**src/hw/nmirc_pkg.sv**
```systemverilog
package nmirc_pkg;

	// ==========================================================
	// Register offsets
	localparam logic [7:0] NMI_CONTROL_OFS = 8'h00;
	localparam logic [7:0] INTERRUPT_CONTROL_REGISTER_OFS = 8'h04;
	localparam logic [7:0] IRQ_STATUS_OFS = 8'h08;
	localparam logic [7:0] IRQ_MASK_OFS = 8'h0c;
	localparam logic [7:0] SYS_RESET_CTRL_OFS = 8'h10;

	// ==========================================================
	// Field positions of nmi_control
	localparam int DEADMAN_TIMEOUT_FLAG_POS = 25;
	localparam int WATCHDOG_TIMEOUT_FLAG_POS = 24;
	localparam int SOFTWARE_NMI_TRIGGER_POS = 23;
	localparam int GENERAL_NMI_FLAG_POS = 19;
	localparam int CLOCK_FAIL_FLAG_POS = 17;
	localparam int SLEEP_WATCHDOG_FLAG_POS = 16;
	localparam int NMI_RESET_COUNT_LSB = 0;
	localparam int NMI_RESET_COUNT_W = 16;

	// ==========================================================
	// Key field of interrupt_control_register
	localparam int NMI_KEY_FIELD_LSB = 24;
	localparam int NMI_KEY_FIELD_W = 8;
	localparam logic [7:0] NMI_KEY_VALUE = 8'h4e;

	// ==========================================================
	// Software reset control and interrupt status layout
	localparam int SOFTWARE_RESET_BIT_POS = 0;
	localparam int IRQ_NMI_POS = 0;
	localparam int IRQ_COUNT_START_POS = 1;
	localparam int IRQ_COUNT_EXPIRE_POS = 2;
	localparam int IRQ_W = 3;

	// ==========================================================
	// Reset values
	localparam logic [31:0] NMI_CONTROL_RST = 32'h0000_0000;
	localparam logic [2:0] IRQ_RST = 3'h0;

	// ==========================================================
	// Countdown states
	typedef enum logic [1:0] {
		NMIRC_CNT_IDLE = 2'b01,
		NMIRC_CNT_RUN = 2'b10
	} nmirc_cnt_state_t;

endpackage

```
**src/hw/nmirc_cnt_if.sv**
```systemverilog
`timescale 1ns/1ps
interface nmirc_cnt_if #(
	parameter int WIDTH = 16
);
	logic load;
	logic [WIDTH-1:0] load_value;
	logic start;
	logic [WIDTH-1:0] value;
	logic running;
	logic expired;

	modport ctrl (
		output load,
		output load_value,
		output start,
		input value,
		input running,
		input expired
	);

	modport cnt (
		input load,
		input load_value,
		input start,
		output value,
		output running,
		output expired
	);
endinterface

```
**src/hw/nmirc_countdown.sv**
```systemverilog
`timescale 1ns/1ps
module nmirc_countdown #(
	parameter int WIDTH = 16
) (
	// Clock and reset
	input wire logic clk_sys_i,
	input wire logic rstn_i,
	// Control
	nmirc_cnt_if.cnt cnt
);

	// ==========================================================
	// Count state
	nmirc_pkg::nmirc_cnt_state_t state;
	logic [WIDTH-1:0] value;
	logic expired;

	always_ff @(posedge clk_sys_i or negedge rstn_i) begin
		if (!rstn_i) begin
			state <= nmirc_pkg::NMIRC_CNT_IDLE;
		end else begin
			case (state)
				nmirc_pkg::NMIRC_CNT_IDLE: begin
					if (cnt.start) begin
						state <= nmirc_pkg::NMIRC_CNT_RUN;
					end
				end
				nmirc_pkg::NMIRC_CNT_RUN: begin
					if (value == '0 && !cnt.load) begin
						state <= nmirc_pkg::NMIRC_CNT_IDLE;
					end
				end
				default: begin
					state <= nmirc_pkg::NMIRC_CNT_IDLE;
				end
			endcase
		end
	end

	// ==========================================================
	// Count value, software load wins over decrement
	always_ff @(posedge clk_sys_i or negedge rstn_i) begin
		if (!rstn_i) begin
			value <= '0;
		end else if (cnt.load) begin
			value <= cnt.load_value;
		end else if (state == nmirc_pkg::NMIRC_CNT_RUN && value != '0) begin
			value <= value - WIDTH'(1); // RL11
		end
	end

	// ==========================================================
	// Expiry pulse when the running count sits at zero
	always_ff @(posedge clk_sys_i or negedge rstn_i) begin
		if (!rstn_i) begin
			expired <= 1'b0;
		end else begin
			expired <= state == nmirc_pkg::NMIRC_CNT_RUN && value == '0 && !cnt.load; // RL11
		end
	end

	assign cnt.value = value;
	assign cnt.running = state == nmirc_pkg::NMIRC_CNT_RUN;
	assign cnt.expired = expired;

endmodule

```
**src/hw/nmirc_top.sv**
```systemverilog
// Chosen here: the address map and the APB register port.
`timescale 1ns/1ps
// How it works
// RL1 - Deadman timeout sets bit 25 flag and raises an NMI.
// RL2 - Writing one to bit 25 raises deadman NMI and starts countdown.
// RL3 - Awake watchdog timeout sets bit 24; writing one does the same.
// RL4 - Writing one to bit 23 raises an NMI; zero raises none.
// RL5 - General NMI event sets bit 19; writing one raises a user NMI.
// RL6 - Writing 0x4E to key field bits 31:24 sets the general flag.
// RL7 - Clock monitor failure sets bit 17 and raises an NMI.
// RL8 - Writing one to bit 17 raises an NMI, no oscillator switch.
// RL9 - Watchdog timeout in Sleep sets bit 16 and wakes the device.
// RL10 - Writing one to bit 16 raises a watchdog NMI.
// RL11 - 16-bit writable count decrements after trigger, resets device at zero.
// RL12 - Only awake watchdog or deadman NMIs start the countdown.
// RL13 - Unimplemented bits read zero and ignore writes.
// RL14 - Software reset bit writes need system unlock, else rejected.
// RL15 - All implemented fields clear to zero at reset.
// RL16 - Source flags stay set until software writes zero.
module nmirc_top #(
	parameter int COUNT_W = nmirc_pkg::NMI_RESET_COUNT_W
) (
	// Clock and reset
	input wire logic clk_sys_i,
	input wire logic rstn_i,
	// APB slave
	input wire logic psel_i,
	input wire logic penable_i,
	input wire logic pwrite_i,
	input wire logic [7:0] paddr_i,
	input wire logic [31:0] pwdata_i,
	output logic [31:0] prdata_o,
	output logic pready_o,
	output logic pslverr_o,
	// NMI sources
	input wire logic deadman_timeout_i,
	input wire logic watchdog_timeout_i,
	input wire logic sleep_mode_i,
	input wire logic clock_fail_i,
	input wire logic general_nmi_i,
	input wire logic system_unlocked_i,
	// NMI and reset outputs
	output logic nmi_o,
	output logic wake_o,
	output logic device_reset_o,
	output logic irq_o
);

	// ==========================================================
	// Helpers
	function automatic logic wr_bit(input logic wr, input logic [31:0] data, input int pos);
		wr_bit = wr & data[pos];
	endfunction

	function automatic logic next_flag(input logic cur, input logic evt, input logic wr,
		input logic [31:0] data, input int pos);
		if (evt) begin
			next_flag = 1'b1;
		end else if (wr) begin
			next_flag = data[pos];
		end else begin
			next_flag = cur;
		end
	endfunction

	// ==========================================================
	// APB access decode
	logic setup;
	logic access_done;
	logic wr_done;
	logic rd_done;
	logic mapped;
	logic wr_ctrl;
	logic wr_key;
	logic wr_mask;
	logic wr_sysrst;
	logic rd_status;

	assign setup = psel_i & ~penable_i;
	assign access_done = psel_i & penable_i & pready_o;
	assign wr_done = access_done & pwrite_i;
	assign rd_done = access_done & ~pwrite_i;
	assign mapped = paddr_i == nmirc_pkg::NMI_CONTROL_OFS || paddr_i == nmirc_pkg::INTERRUPT_CONTROL_REGISTER_OFS
		|| paddr_i == nmirc_pkg::IRQ_STATUS_OFS || paddr_i == nmirc_pkg::IRQ_MASK_OFS
		|| paddr_i == nmirc_pkg::SYS_RESET_CTRL_OFS;
	assign wr_ctrl = wr_done & (paddr_i == nmirc_pkg::NMI_CONTROL_OFS);
	assign wr_key = wr_done & (paddr_i == nmirc_pkg::INTERRUPT_CONTROL_REGISTER_OFS);
	assign wr_mask = wr_done & (paddr_i == nmirc_pkg::IRQ_MASK_OFS);
	assign wr_sysrst = wr_done & (paddr_i == nmirc_pkg::SYS_RESET_CTRL_OFS);
	assign rd_status = rd_done & (paddr_i == nmirc_pkg::IRQ_STATUS_OFS);

	// ==========================================================
	// NMI source events
	logic key_ok;
	logic deadman_evt;
	logic watchdog_evt;
	logic software_nmi_trigger_evt;
	logic general_evt;
	logic clock_fail_evt;
	logic sleep_wdt_evt;
	logic any_evt;

	assign key_ok = wr_key && pwdata_i[nmirc_pkg::NMI_KEY_FIELD_LSB +: nmirc_pkg::NMI_KEY_FIELD_W]
		== nmirc_pkg::NMI_KEY_VALUE; // RL6
	assign deadman_evt = deadman_timeout_i
		| wr_bit(wr_ctrl, pwdata_i, nmirc_pkg::DEADMAN_TIMEOUT_FLAG_POS); // RL1 RL2
	assign watchdog_evt = (watchdog_timeout_i & ~sleep_mode_i)
		| wr_bit(wr_ctrl, pwdata_i, nmirc_pkg::WATCHDOG_TIMEOUT_FLAG_POS); // RL3
	assign software_nmi_trigger_evt = wr_bit(wr_ctrl, pwdata_i, nmirc_pkg::SOFTWARE_NMI_TRIGGER_POS); // RL4
	assign general_evt = general_nmi_i | key_ok
		| wr_bit(wr_ctrl, pwdata_i, nmirc_pkg::GENERAL_NMI_FLAG_POS); // RL5
	assign clock_fail_evt = clock_fail_i
		| wr_bit(wr_ctrl, pwdata_i, nmirc_pkg::CLOCK_FAIL_FLAG_POS); // RL7 RL8
	assign sleep_wdt_evt = (watchdog_timeout_i & sleep_mode_i)
		| wr_bit(wr_ctrl, pwdata_i, nmirc_pkg::SLEEP_WATCHDOG_FLAG_POS); // RL9 RL10
	assign any_evt = deadman_evt | watchdog_evt | software_nmi_trigger_evt | general_evt | clock_fail_evt | sleep_wdt_evt;

	// ==========================================================
	// Source flags
	logic deadman_timeout_flag;
	logic watchdog_timeout_flag;
	logic software_nmi_trigger;
	logic general_nmi_flag;
	logic clock_fail_flag;
	logic sleep_watchdog_flag;

	always_ff @(posedge clk_sys_i or negedge rstn_i) begin
		if (!rstn_i) begin
			deadman_timeout_flag <= 1'b0; // RL15
			watchdog_timeout_flag <= 1'b0;
			software_nmi_trigger <= 1'b0;
			general_nmi_flag <= 1'b0;
			clock_fail_flag <= 1'b0;
			sleep_watchdog_flag <= 1'b0;
		end else begin
			deadman_timeout_flag <= next_flag(deadman_timeout_flag, deadman_evt, wr_ctrl, pwdata_i,
				nmirc_pkg::DEADMAN_TIMEOUT_FLAG_POS); // RL16
			watchdog_timeout_flag <= next_flag(watchdog_timeout_flag, watchdog_evt, wr_ctrl, pwdata_i,
				nmirc_pkg::WATCHDOG_TIMEOUT_FLAG_POS); // RL16
			software_nmi_trigger <= next_flag(software_nmi_trigger, 1'b0, wr_ctrl, pwdata_i,
				nmirc_pkg::SOFTWARE_NMI_TRIGGER_POS);
			general_nmi_flag <= next_flag(general_nmi_flag, general_evt, wr_ctrl, pwdata_i,
				nmirc_pkg::GENERAL_NMI_FLAG_POS); // RL16
			clock_fail_flag <= next_flag(clock_fail_flag, clock_fail_evt, wr_ctrl, pwdata_i,
				nmirc_pkg::CLOCK_FAIL_FLAG_POS); // RL16
			sleep_watchdog_flag <= next_flag(sleep_watchdog_flag, sleep_wdt_evt, wr_ctrl, pwdata_i,
				nmirc_pkg::SLEEP_WATCHDOG_FLAG_POS); // RL16
		end
	end

	// ==========================================================
	// NMI and wake pulses
	always_ff @(posedge clk_sys_i or negedge rstn_i) begin
		if (!rstn_i) begin
			nmi_o <= 1'b0;
			wake_o <= 1'b0;
		end else begin
			nmi_o <= any_evt; // RL4
			wake_o <= watchdog_timeout_i & sleep_mode_i; // RL9
		end
	end

	// ==========================================================
	// Reset countdown
	nmirc_cnt_if #(.WIDTH(COUNT_W)) cnt_bus ();

	assign cnt_bus.load = wr_ctrl;
	assign cnt_bus.load_value = pwdata_i[nmirc_pkg::NMI_RESET_COUNT_LSB +: COUNT_W]; // RL11
	assign cnt_bus.start = deadman_evt | watchdog_evt; // RL12

	nmirc_countdown #(
		.WIDTH(COUNT_W)
	) u_countdown (
		.clk_sys_i(clk_sys_i),
		.rstn_i(rstn_i),
		.cnt(cnt_bus)
	);

	// ==========================================================
	// Device reset from countdown or unlocked software reset
	logic software_reset_bit_ok;

	assign software_reset_bit_ok = wr_bit(wr_sysrst, pwdata_i, nmirc_pkg::SOFTWARE_RESET_BIT_POS) & system_unlocked_i; // RL14

	always_ff @(posedge clk_sys_i or negedge rstn_i) begin
		if (!rstn_i) begin
			device_reset_o <= 1'b0;
		end else begin
			device_reset_o <= cnt_bus.expired | software_reset_bit_ok; // RL11
		end
	end

	// ==========================================================
	// Interrupt status and mask
	logic [nmirc_pkg::IRQ_W-1:0] irq_status;
	logic [nmirc_pkg::IRQ_W-1:0] irq_mask;
	logic [nmirc_pkg::IRQ_W-1:0] irq_set;
	logic [nmirc_pkg::IRQ_W-1:0] irq_clr;
	logic [nmirc_pkg::IRQ_W-1:0] irq_read;

	always_comb begin
		irq_set = '0;
		irq_set[nmirc_pkg::IRQ_NMI_POS] = any_evt;
		irq_set[nmirc_pkg::IRQ_COUNT_START_POS] = cnt_bus.start;
		irq_set[nmirc_pkg::IRQ_COUNT_EXPIRE_POS] = cnt_bus.expired;
	end

	assign irq_clr = rd_status ? irq_read : '0;

	always_ff @(posedge clk_sys_i or negedge rstn_i) begin
		if (!rstn_i) begin
			irq_status <= nmirc_pkg::IRQ_RST;
		end else begin
			irq_status <= (irq_status & ~irq_clr) | irq_set;
		end
	end

	always_ff @(posedge clk_sys_i or negedge rstn_i) begin
		if (!rstn_i) begin
			irq_mask <= nmirc_pkg::IRQ_RST;
		end else if (wr_mask) begin
			irq_mask <= pwdata_i[nmirc_pkg::IRQ_W-1:0];
		end
	end

	assign irq_o = |(irq_status & irq_mask);

	// ==========================================================
	// Read mux
	logic [31:0] rd_word;

	always_comb begin
		rd_word = nmirc_pkg::NMI_CONTROL_RST; // RL13
		case (paddr_i)
			nmirc_pkg::NMI_CONTROL_OFS: begin
				rd_word[nmirc_pkg::DEADMAN_TIMEOUT_FLAG_POS] = deadman_timeout_flag;
				rd_word[nmirc_pkg::WATCHDOG_TIMEOUT_FLAG_POS] = watchdog_timeout_flag;
				rd_word[nmirc_pkg::SOFTWARE_NMI_TRIGGER_POS] = software_nmi_trigger;
				rd_word[nmirc_pkg::GENERAL_NMI_FLAG_POS] = general_nmi_flag;
				rd_word[nmirc_pkg::CLOCK_FAIL_FLAG_POS] = clock_fail_flag;
				rd_word[nmirc_pkg::SLEEP_WATCHDOG_FLAG_POS] = sleep_watchdog_flag;
				rd_word[nmirc_pkg::NMI_RESET_COUNT_LSB +: COUNT_W] = cnt_bus.value;
			end
			nmirc_pkg::IRQ_STATUS_OFS: begin
				rd_word[nmirc_pkg::IRQ_W-1:0] = irq_status;
			end
			nmirc_pkg::IRQ_MASK_OFS: begin
				rd_word[nmirc_pkg::IRQ_W-1:0] = irq_mask;
			end
			default: begin
				rd_word = nmirc_pkg::NMI_CONTROL_RST;
			end
		endcase
	end

	// ==========================================================
	// Bus answer: no wait state, data captured at end of setup
	always_ff @(posedge clk_sys_i or negedge rstn_i) begin
		if (!rstn_i) begin
			pready_o <= 1'b0;
			pslverr_o <= 1'b0;
		end else begin
			pready_o <= setup;
			pslverr_o <= setup & ~mapped;
		end
	end

	always_ff @(posedge clk_sys_i or negedge rstn_i) begin
		if (!rstn_i) begin
			prdata_o <= '0;
			irq_read <= '0;
		end else if (setup) begin
			prdata_o <= pwrite_i ? 32'h0000_0000 : rd_word;
			irq_read <= rd_word[nmirc_pkg::IRQ_W-1:0];
		end
	end

endmodule
```
**config.mk**
```make
export PLATFORM = sky130hd
export DESIGN_NAME = nmirc_top
export DESIGN_NICKNAME = d
export VERILOG_FILES = /design/src/hw/nmirc_pkg.sv /design/src/hw/nmirc_cnt_if.sv /design/src/hw/nmirc_countdown.sv /design/src/hw/nmirc_top.sv
export SDC_FILE = /design/constraint.sdc
export NUM_CORES = 1
export LEC_CHECK = 0
export BUFFER_PORTS_ARGS = -buffer_cell sky130_fd_sc_hd__buf_2
export CORE_MARGIN = 1
export CORE_UTILIZATION = 40
export CTS_CLUSTER_DIAMETER = 100
export DETAILED_ROUTE_END_ITERATION = 12
export PLACE_DENSITY = 0.72
export SYNTH_ARGS = -nofsm -noshare
export SYNTH_HDL_FRONTEND = slang
export SYNTH_HIERARCHICAL = 1
export SYNTH_SLANG_ARGS = --single-unit
```
**constraint.sdc**
```tcl
create_clock -name clk_sys_i -period 2.5 [get_ports clk_sys_i]
set_clock_uncertainty 0.1 [all_clocks]
set_input_delay 0.75 -clock clk_sys_i [delete_from_list [all_inputs] [get_ports clk_sys_i]]
set_output_delay 0.75 -clock clk_sys_i [all_outputs]
set_load 0.02 [all_outputs]
```
==> results of run 1 <==
registers in the layout, summed over array words and instances, names as in the netlist:
signal                   cells
device_reset_o               1
u_countdown/state            2
u_countdown/cnt.expired      1
general_nmi_flag             1
prdata_o                    22
irq_status                   3
watchdog_timeout_flag        1
pslverr_o                    1
wake_o                       1
clock_fail_flag              1
pready_o                     1
irq_mask                     3
deadman_timeout_flag         1
nmi_o                        1
sleep_watchdog_flag          1
irq_read                     3
u_countdown/cnt.value       16
software_nmi_trigger         1
layout make-up:
type | count | area share, %
clock buffer | 11 | 3.90
clock inverter | 5 | 0.902
inverter | 11 | 1.06
multi-input combinational | 207 | 36.4
sequential | 61 | 39.3
tap | 99 | 3.19
timing repair buffer | 100 | 15.2
routing by layer:
layer / up-vias / part of all wire [%] / wire [um]
li1: 1303 / - / -
met2: 72 / 48 / 3530
met1: 1302 / 46 / 3370
met3: 12 / 3.9 / 284
met4: 0 / 2.0 / 150
met5: - / 0 / 0
critical path: stages (launching register included):
cell and delay, ps:
dfrtp_1 430, inv_1 80, ha_1 230, nor4b_2 170, and4_1 420, or4_1 600, a31oi_1 180
how the worst min path moves through the flow:
stage,start,to,slack (ps),cells after the start
2_1_floorplan,u_countdown/cnt.expired,irq_status[2],330,1
3_3_place_gp,u_countdown/cnt.expired,irq_status[2],360,1
3_5_place_dp,u_countdown/cnt.expired,irq_status[2],360,1
4_1_cts,rstn_i,u_countdown/cnt.value[1],310,2
5_1_grt,rstn_i,prdata_o[7],320,2
6_report,rstn_i,prdata_o[7],290,2
cell usage after synthesis (3+ instances only):
library cell / instances
a22o_1: 19
a31oi_1: 7
a32oi_1: 3
buf_4: 11
buf_6: 4
clkbuf_1: 8
dfrtp_1: 60
inv_1: 11
mux2_2: 7
mux2i_1: 3
nand2_1: 30
nand2b_1: 4
nand3_1: 13
nand3b_1: 3
nand4_1: 4
nand4b_1: 3
nor2_1: 17
nor2b_1: 3
nor3_1: 4
nor4_1: 6
nor4b_1: 3
o211ai_1: 5
o21ai_0: 6
o221ai_1: 3
o311ai_0: 3
o31ai_1: 4
or3_2: 3
or4_1: 12
per-stage QoR:
stage | power, mW | setup TNS, ps | instance area, um2 | hold WS, ps
6_report | 2.23 | 0 | 3880 | 291
5_1_grt | 2.34 | 0 | 3880 | 324
4_1_cts | 2.25 | 0 | 3880 | 307
3_5_place_dp | 1.43 | -205 | 3700 | 362
3_3_place_gp | 1.42 | -82.1 | 3700 | 355
2_1_floorplan | 1.30 | -128 | 3170 | 328
report_power, final:
| group | internal [mW] | switching [mW] |
|---|---|---|
| combinational | 0.124 | 0.145 |
| sequential | 1.04 | 0.106 |
| clock | 0.411 | 0.404 |
| total | 1.57 | 0.655 |
cells by family (layout without fill, tap and decap cells):
group	after synthesis	count (layout)	share of synthesized area, %
and+or+nand+nor	120	120	23.6
AOI/OAI and AO/OA	66	66	16.7
DFF	61	61	49.0
buffers and inverters	36	127	6.70
muxes	10	10	3.49
adders and majority gates	1	1	0.401
other	1	10	0.120
==> impl_metrics.tcl, run 1 <==
set metrics [dict create \
    synth_area_um2 3120 \
    post-dp-hpwl_um 5320 \
    setup_violations 0 \
    synth_cells 295 \
    drive_gt1_share_pct 34.7 \
    clk_path_buf_depth 2 \
    synth_top_area_share_pct 48.2 \
    antenna_cells 0 \
    yosysTopAreaCell "dfrtp_1" \
    yosysSeqAreaShare_pct 49.0 \
    ctsRootBufferMaster "clkbuf_8" \
    hp-class "in -> async" \
    place_ws_ps -56.0 \
    outcome "completed" \
    crit_type "reg -> reg" \
    async_flop_share_pct 100 \
    p_leak_nw 1.75 \
    final_cells 494 \
    synth_edf_count 0 \
    crit_required_ps 2670 \
    final_common_cell "buf_2" \
    overflow 0 \
    busiest_layer "met2" \
    antenna_found_initial 0 \
    yosys_warnings 6 \
    timing.final.ws_setup_ps 207 \
    final_core_util_pct 52.4 \
    vias 2689 \
    fin_crit_ps 2290 \
    start_util_pct 42.1 \
    die_x_um 90.3 \
    h-tree-depth 3 \
    maxCapViolations 0 \
    r2r-start "u_countdown/cnt.value[0]" \
    avgSynthCellArea_um2 10.6 \
    ys.flop_type "dfrtp_1" \
    path_max_fanout 22 \
    final_cell_mix "buf_2, dfrtp_1, nand2_1" \
    dp.cells 478 \
    routed_wl_um 7330 \
    ctsResizeCount 0 \
    clk_pin_slew_ps 70 \
    grt_max_degree 62 \
    worst_r2r_path_depth 6 \
    gp_congestion 0.854 \
    grt_pass1_wl_um 12100 \
    drt-pass1-iter-count 4 \
    track_usage_pct 19.0 \
    core_um2 7410 \
    tritoncts "done" \
    syn_to_final_growth_pct 24.6 \
    peakVddDrop_mv 0.230 \
    critical_path_arrival_ps 2460 \
    clkLatencyLatePin_ps 350 \
    grt_util_met3_pct 5.05 \
    drt_first_iter_violations 189 \
    holdBufCountCts 0 \
    globalRouteMet2Util_pct 28.4 \
    rows 31 \
    ys_top_cells_by_area "dfrtp_1, a22o_1, nand2_1, or4_1, buf_4" \
    worstSetupStartpoint "u_countdown/cnt.value[0]" \
    ys_types 56 \
    r2r-end "u_countdown/cnt.value[9]" \
    powerDensity_nw_per_um2 574 \
    use_met1_pct 26.1 \
    multi_input_area_um2 1410 \
    slew_headroom_pct 55.6 \
    ff_latch_area_um2 1530 \
    post-route-period-util_pct 91.7 \
    vias_per_cell 5.44 \
    num_io_pins 89 \
    crit_path_end "u_countdown/cnt.value[9]" \
    cts.sinks 61 \
    post_drt_wl_per_cell_um 14.8 \
    cts_setup_buffers 0 \
    grt_setup_unrepaired "false" \
    rrSetupSlack_ps 210 \
    tightestPinTransition_ps 667 \
    nFillCells 698 \
    hold_viol 0 \
    report.final.slew_viol_count 0 \
    yosys_register_bits 61 \
    end_kind "register" \
    die_h_um 90.3 \
    drcViolationCount 0 \
    nets 442 \
    die_area_um2 8150 \
    max_freq_mhz 436 \
    startpoint_type "register" \
    grt_pass1_vias 2542 \
    cts_inserted_buffers 9 \
    port_buffers 74 \
    postRouteAntennaNets 0 \
]
No activity file was read; power rests on OpenSTA's default activity.
==> inputs of run 2 (changes only) <==
CORE_ASPECT_RATIO = 0.9   (was default)
==> impl_metrics.tcl, run 2 (synthesized netlist as in run 1, its figures left out) <==
set metrics [dict create \
    track_usage_pct 19.4 \
    post_drt_wl_per_cell_um 15.1 \
    clk_pin_slew_ps 70 \
    grt_max_degree 62 \
    cts.sinks 61 \
    fin_setup_tns_ps 0 \
    h-tree-depth 3 \
    post-dp-hpwl_um 5350 \
    rows 30 \
    cts_inserted_buffers 9 \
    gp_congestion 0.864 \
    antenna_found_initial 0 \
    vias 2698 \
    powerDensity_nw_per_um2 612 \
    outcome "completed" \
    vias_per_cell 5.53 \
    drive_gt1_share_pct 34.2 \
    grt_pass1_wl_um 12000 \
    end_kind "register" \
    final_cell_mix "buf_2, dfrtp_1, nand2_1" \
    postRouteAntennaNets 0 \
    drcViolationCount 0 \
    holdBufCountCts 0 \
    die_area_um2 8150 \
    reg.largest.list "prdata_o (22), u_countdown/cnt.value (16)" \
    holdWs_ps 313 \
    crit_required_ps 2670 \
    max_freq_mhz 452 \
    cts_setup_buffers 0 \
    syn_to_final_growth_pct 25.0 \
    ctsResizeCount 0 \
    overflow 0 \
    final_common_cell "buf_2" \
    startpoint_type "input pin" \
    placed_area_um2 3670 \
    critical_path_arrival_ps 2380 \
    grt_pass1_vias 2540 \
    crit_type "in -> reg" \
    clk_path_buf_depth 2 \
    drt-pass1-iter-count 6 \
    ctsRootBufferMaster "clkbuf_8" \
    num_io_pins 89 \
    power.total_mw 2.38 \
    setup_violations 0 \
    core_um2 7540 \
    maxCapViolations 0 \
    nets 439 \
    die_x_um 95.0 \
    drt_first_iter_violations 144 \
    post-route-period-util_pct 88.6 \
    routed_wl_um 7370 \
    grt_setup_unrepaired "false" \
    start_util_pct 41.3 \
    hp-class "in -> async" \
    path_max_fanout 10 \
    hold_viol 0 \
    p_leak_nw 1.76 \
    largest_register_ffs 22 \
    tritoncts "done" \
    antenna_cells 0 \
    peakVddDrop_mv 0.259 \
    regMostFlops "prdata_o" \
    die_h_um 85.7 \
    timing.final.ws_setup_ps 285 \
    fin_area_um2 3890 \
    place_ws_ps -79.3 \
    report.final.slew_viol_count 0 \
    fin_crit_ps 2210 \
    port_buffers 74 \
    clkLatencyLatePin_ps 340 \
]
## run 2: cell types whose count changed in the layout (fill, tap and decap cells not counted), sizes merged
cell	delta
buf	-3
bufinv	+2
clkbuf	-1
clkinv	+2
clkinvlp	-3
## run 2: worst max-delay path: stages
cell	delay, ps
buf_2	100
or4_4	570
nor4_4	220
buf_4	250
a221oi_1	140
inv_1	140
nand3b_1	100
o21a_1	110
## run 2: path summary, 6_finish.rpt
path / startpoint / endpoint / slack, ps / cells past startpoint
worst min-delay path: rstn_i / irq_mask[1] / 310 / 2
max in group asynchronous: rstn_i / u_countdown/state[0] / 1690 / 2
worst max register to register: u_countdown/cnt.value[0] / u_countdown/cnt.value[9] / 360 / 7
worst min register to register: u_countdown/cnt.expired / irq_status[2] / 370 / 1
worst max-delay path: paddr_i[4] / u_countdown/state[0] / 290 / 8
min in group clk_sys_i: u_countdown/cnt.expired / irq_status[2] / 370 / 1
## run 2: where the power goes
part / total [mW] / switching (mW) / internal, mW
Sequential: 1.14 / 0.103 / 1.04
Combinational: 0.266 / 0.150 / 0.116
Clock: 0.975 / 0.389 / 0.586
## run 2: cell type report
cell class	count	area (um2)
tap	96	120
sequential	61	1530
multi-input combinational	207	1410
timing repair buffer	97	568
fill	684	3650
clock buffer	10	138
inverter	11	41.3
clock inverter	6	86.3
## run 2: per-stage QoR
step,utilization [%],cells
floorplan,-,304
global placement,48.7,472
detailed placement,48.7,472
CTS,51.6,488
global route,51.6,488
finish,51.6,488
## run 2: routing by layer
| layer | global-route usage, % | wire length [um] | part of all wire (%) |
|---|---|---|---|
| met5 | 0 | 0 | 0 |
| met4 | 10.7 | 198 | 2.7 |
| met3 | 3.28 | 383 | 5.2 |
| met2 | 28.6 | 3330 | 45 |
| met1 | 27.0 | 3450 | 47 |
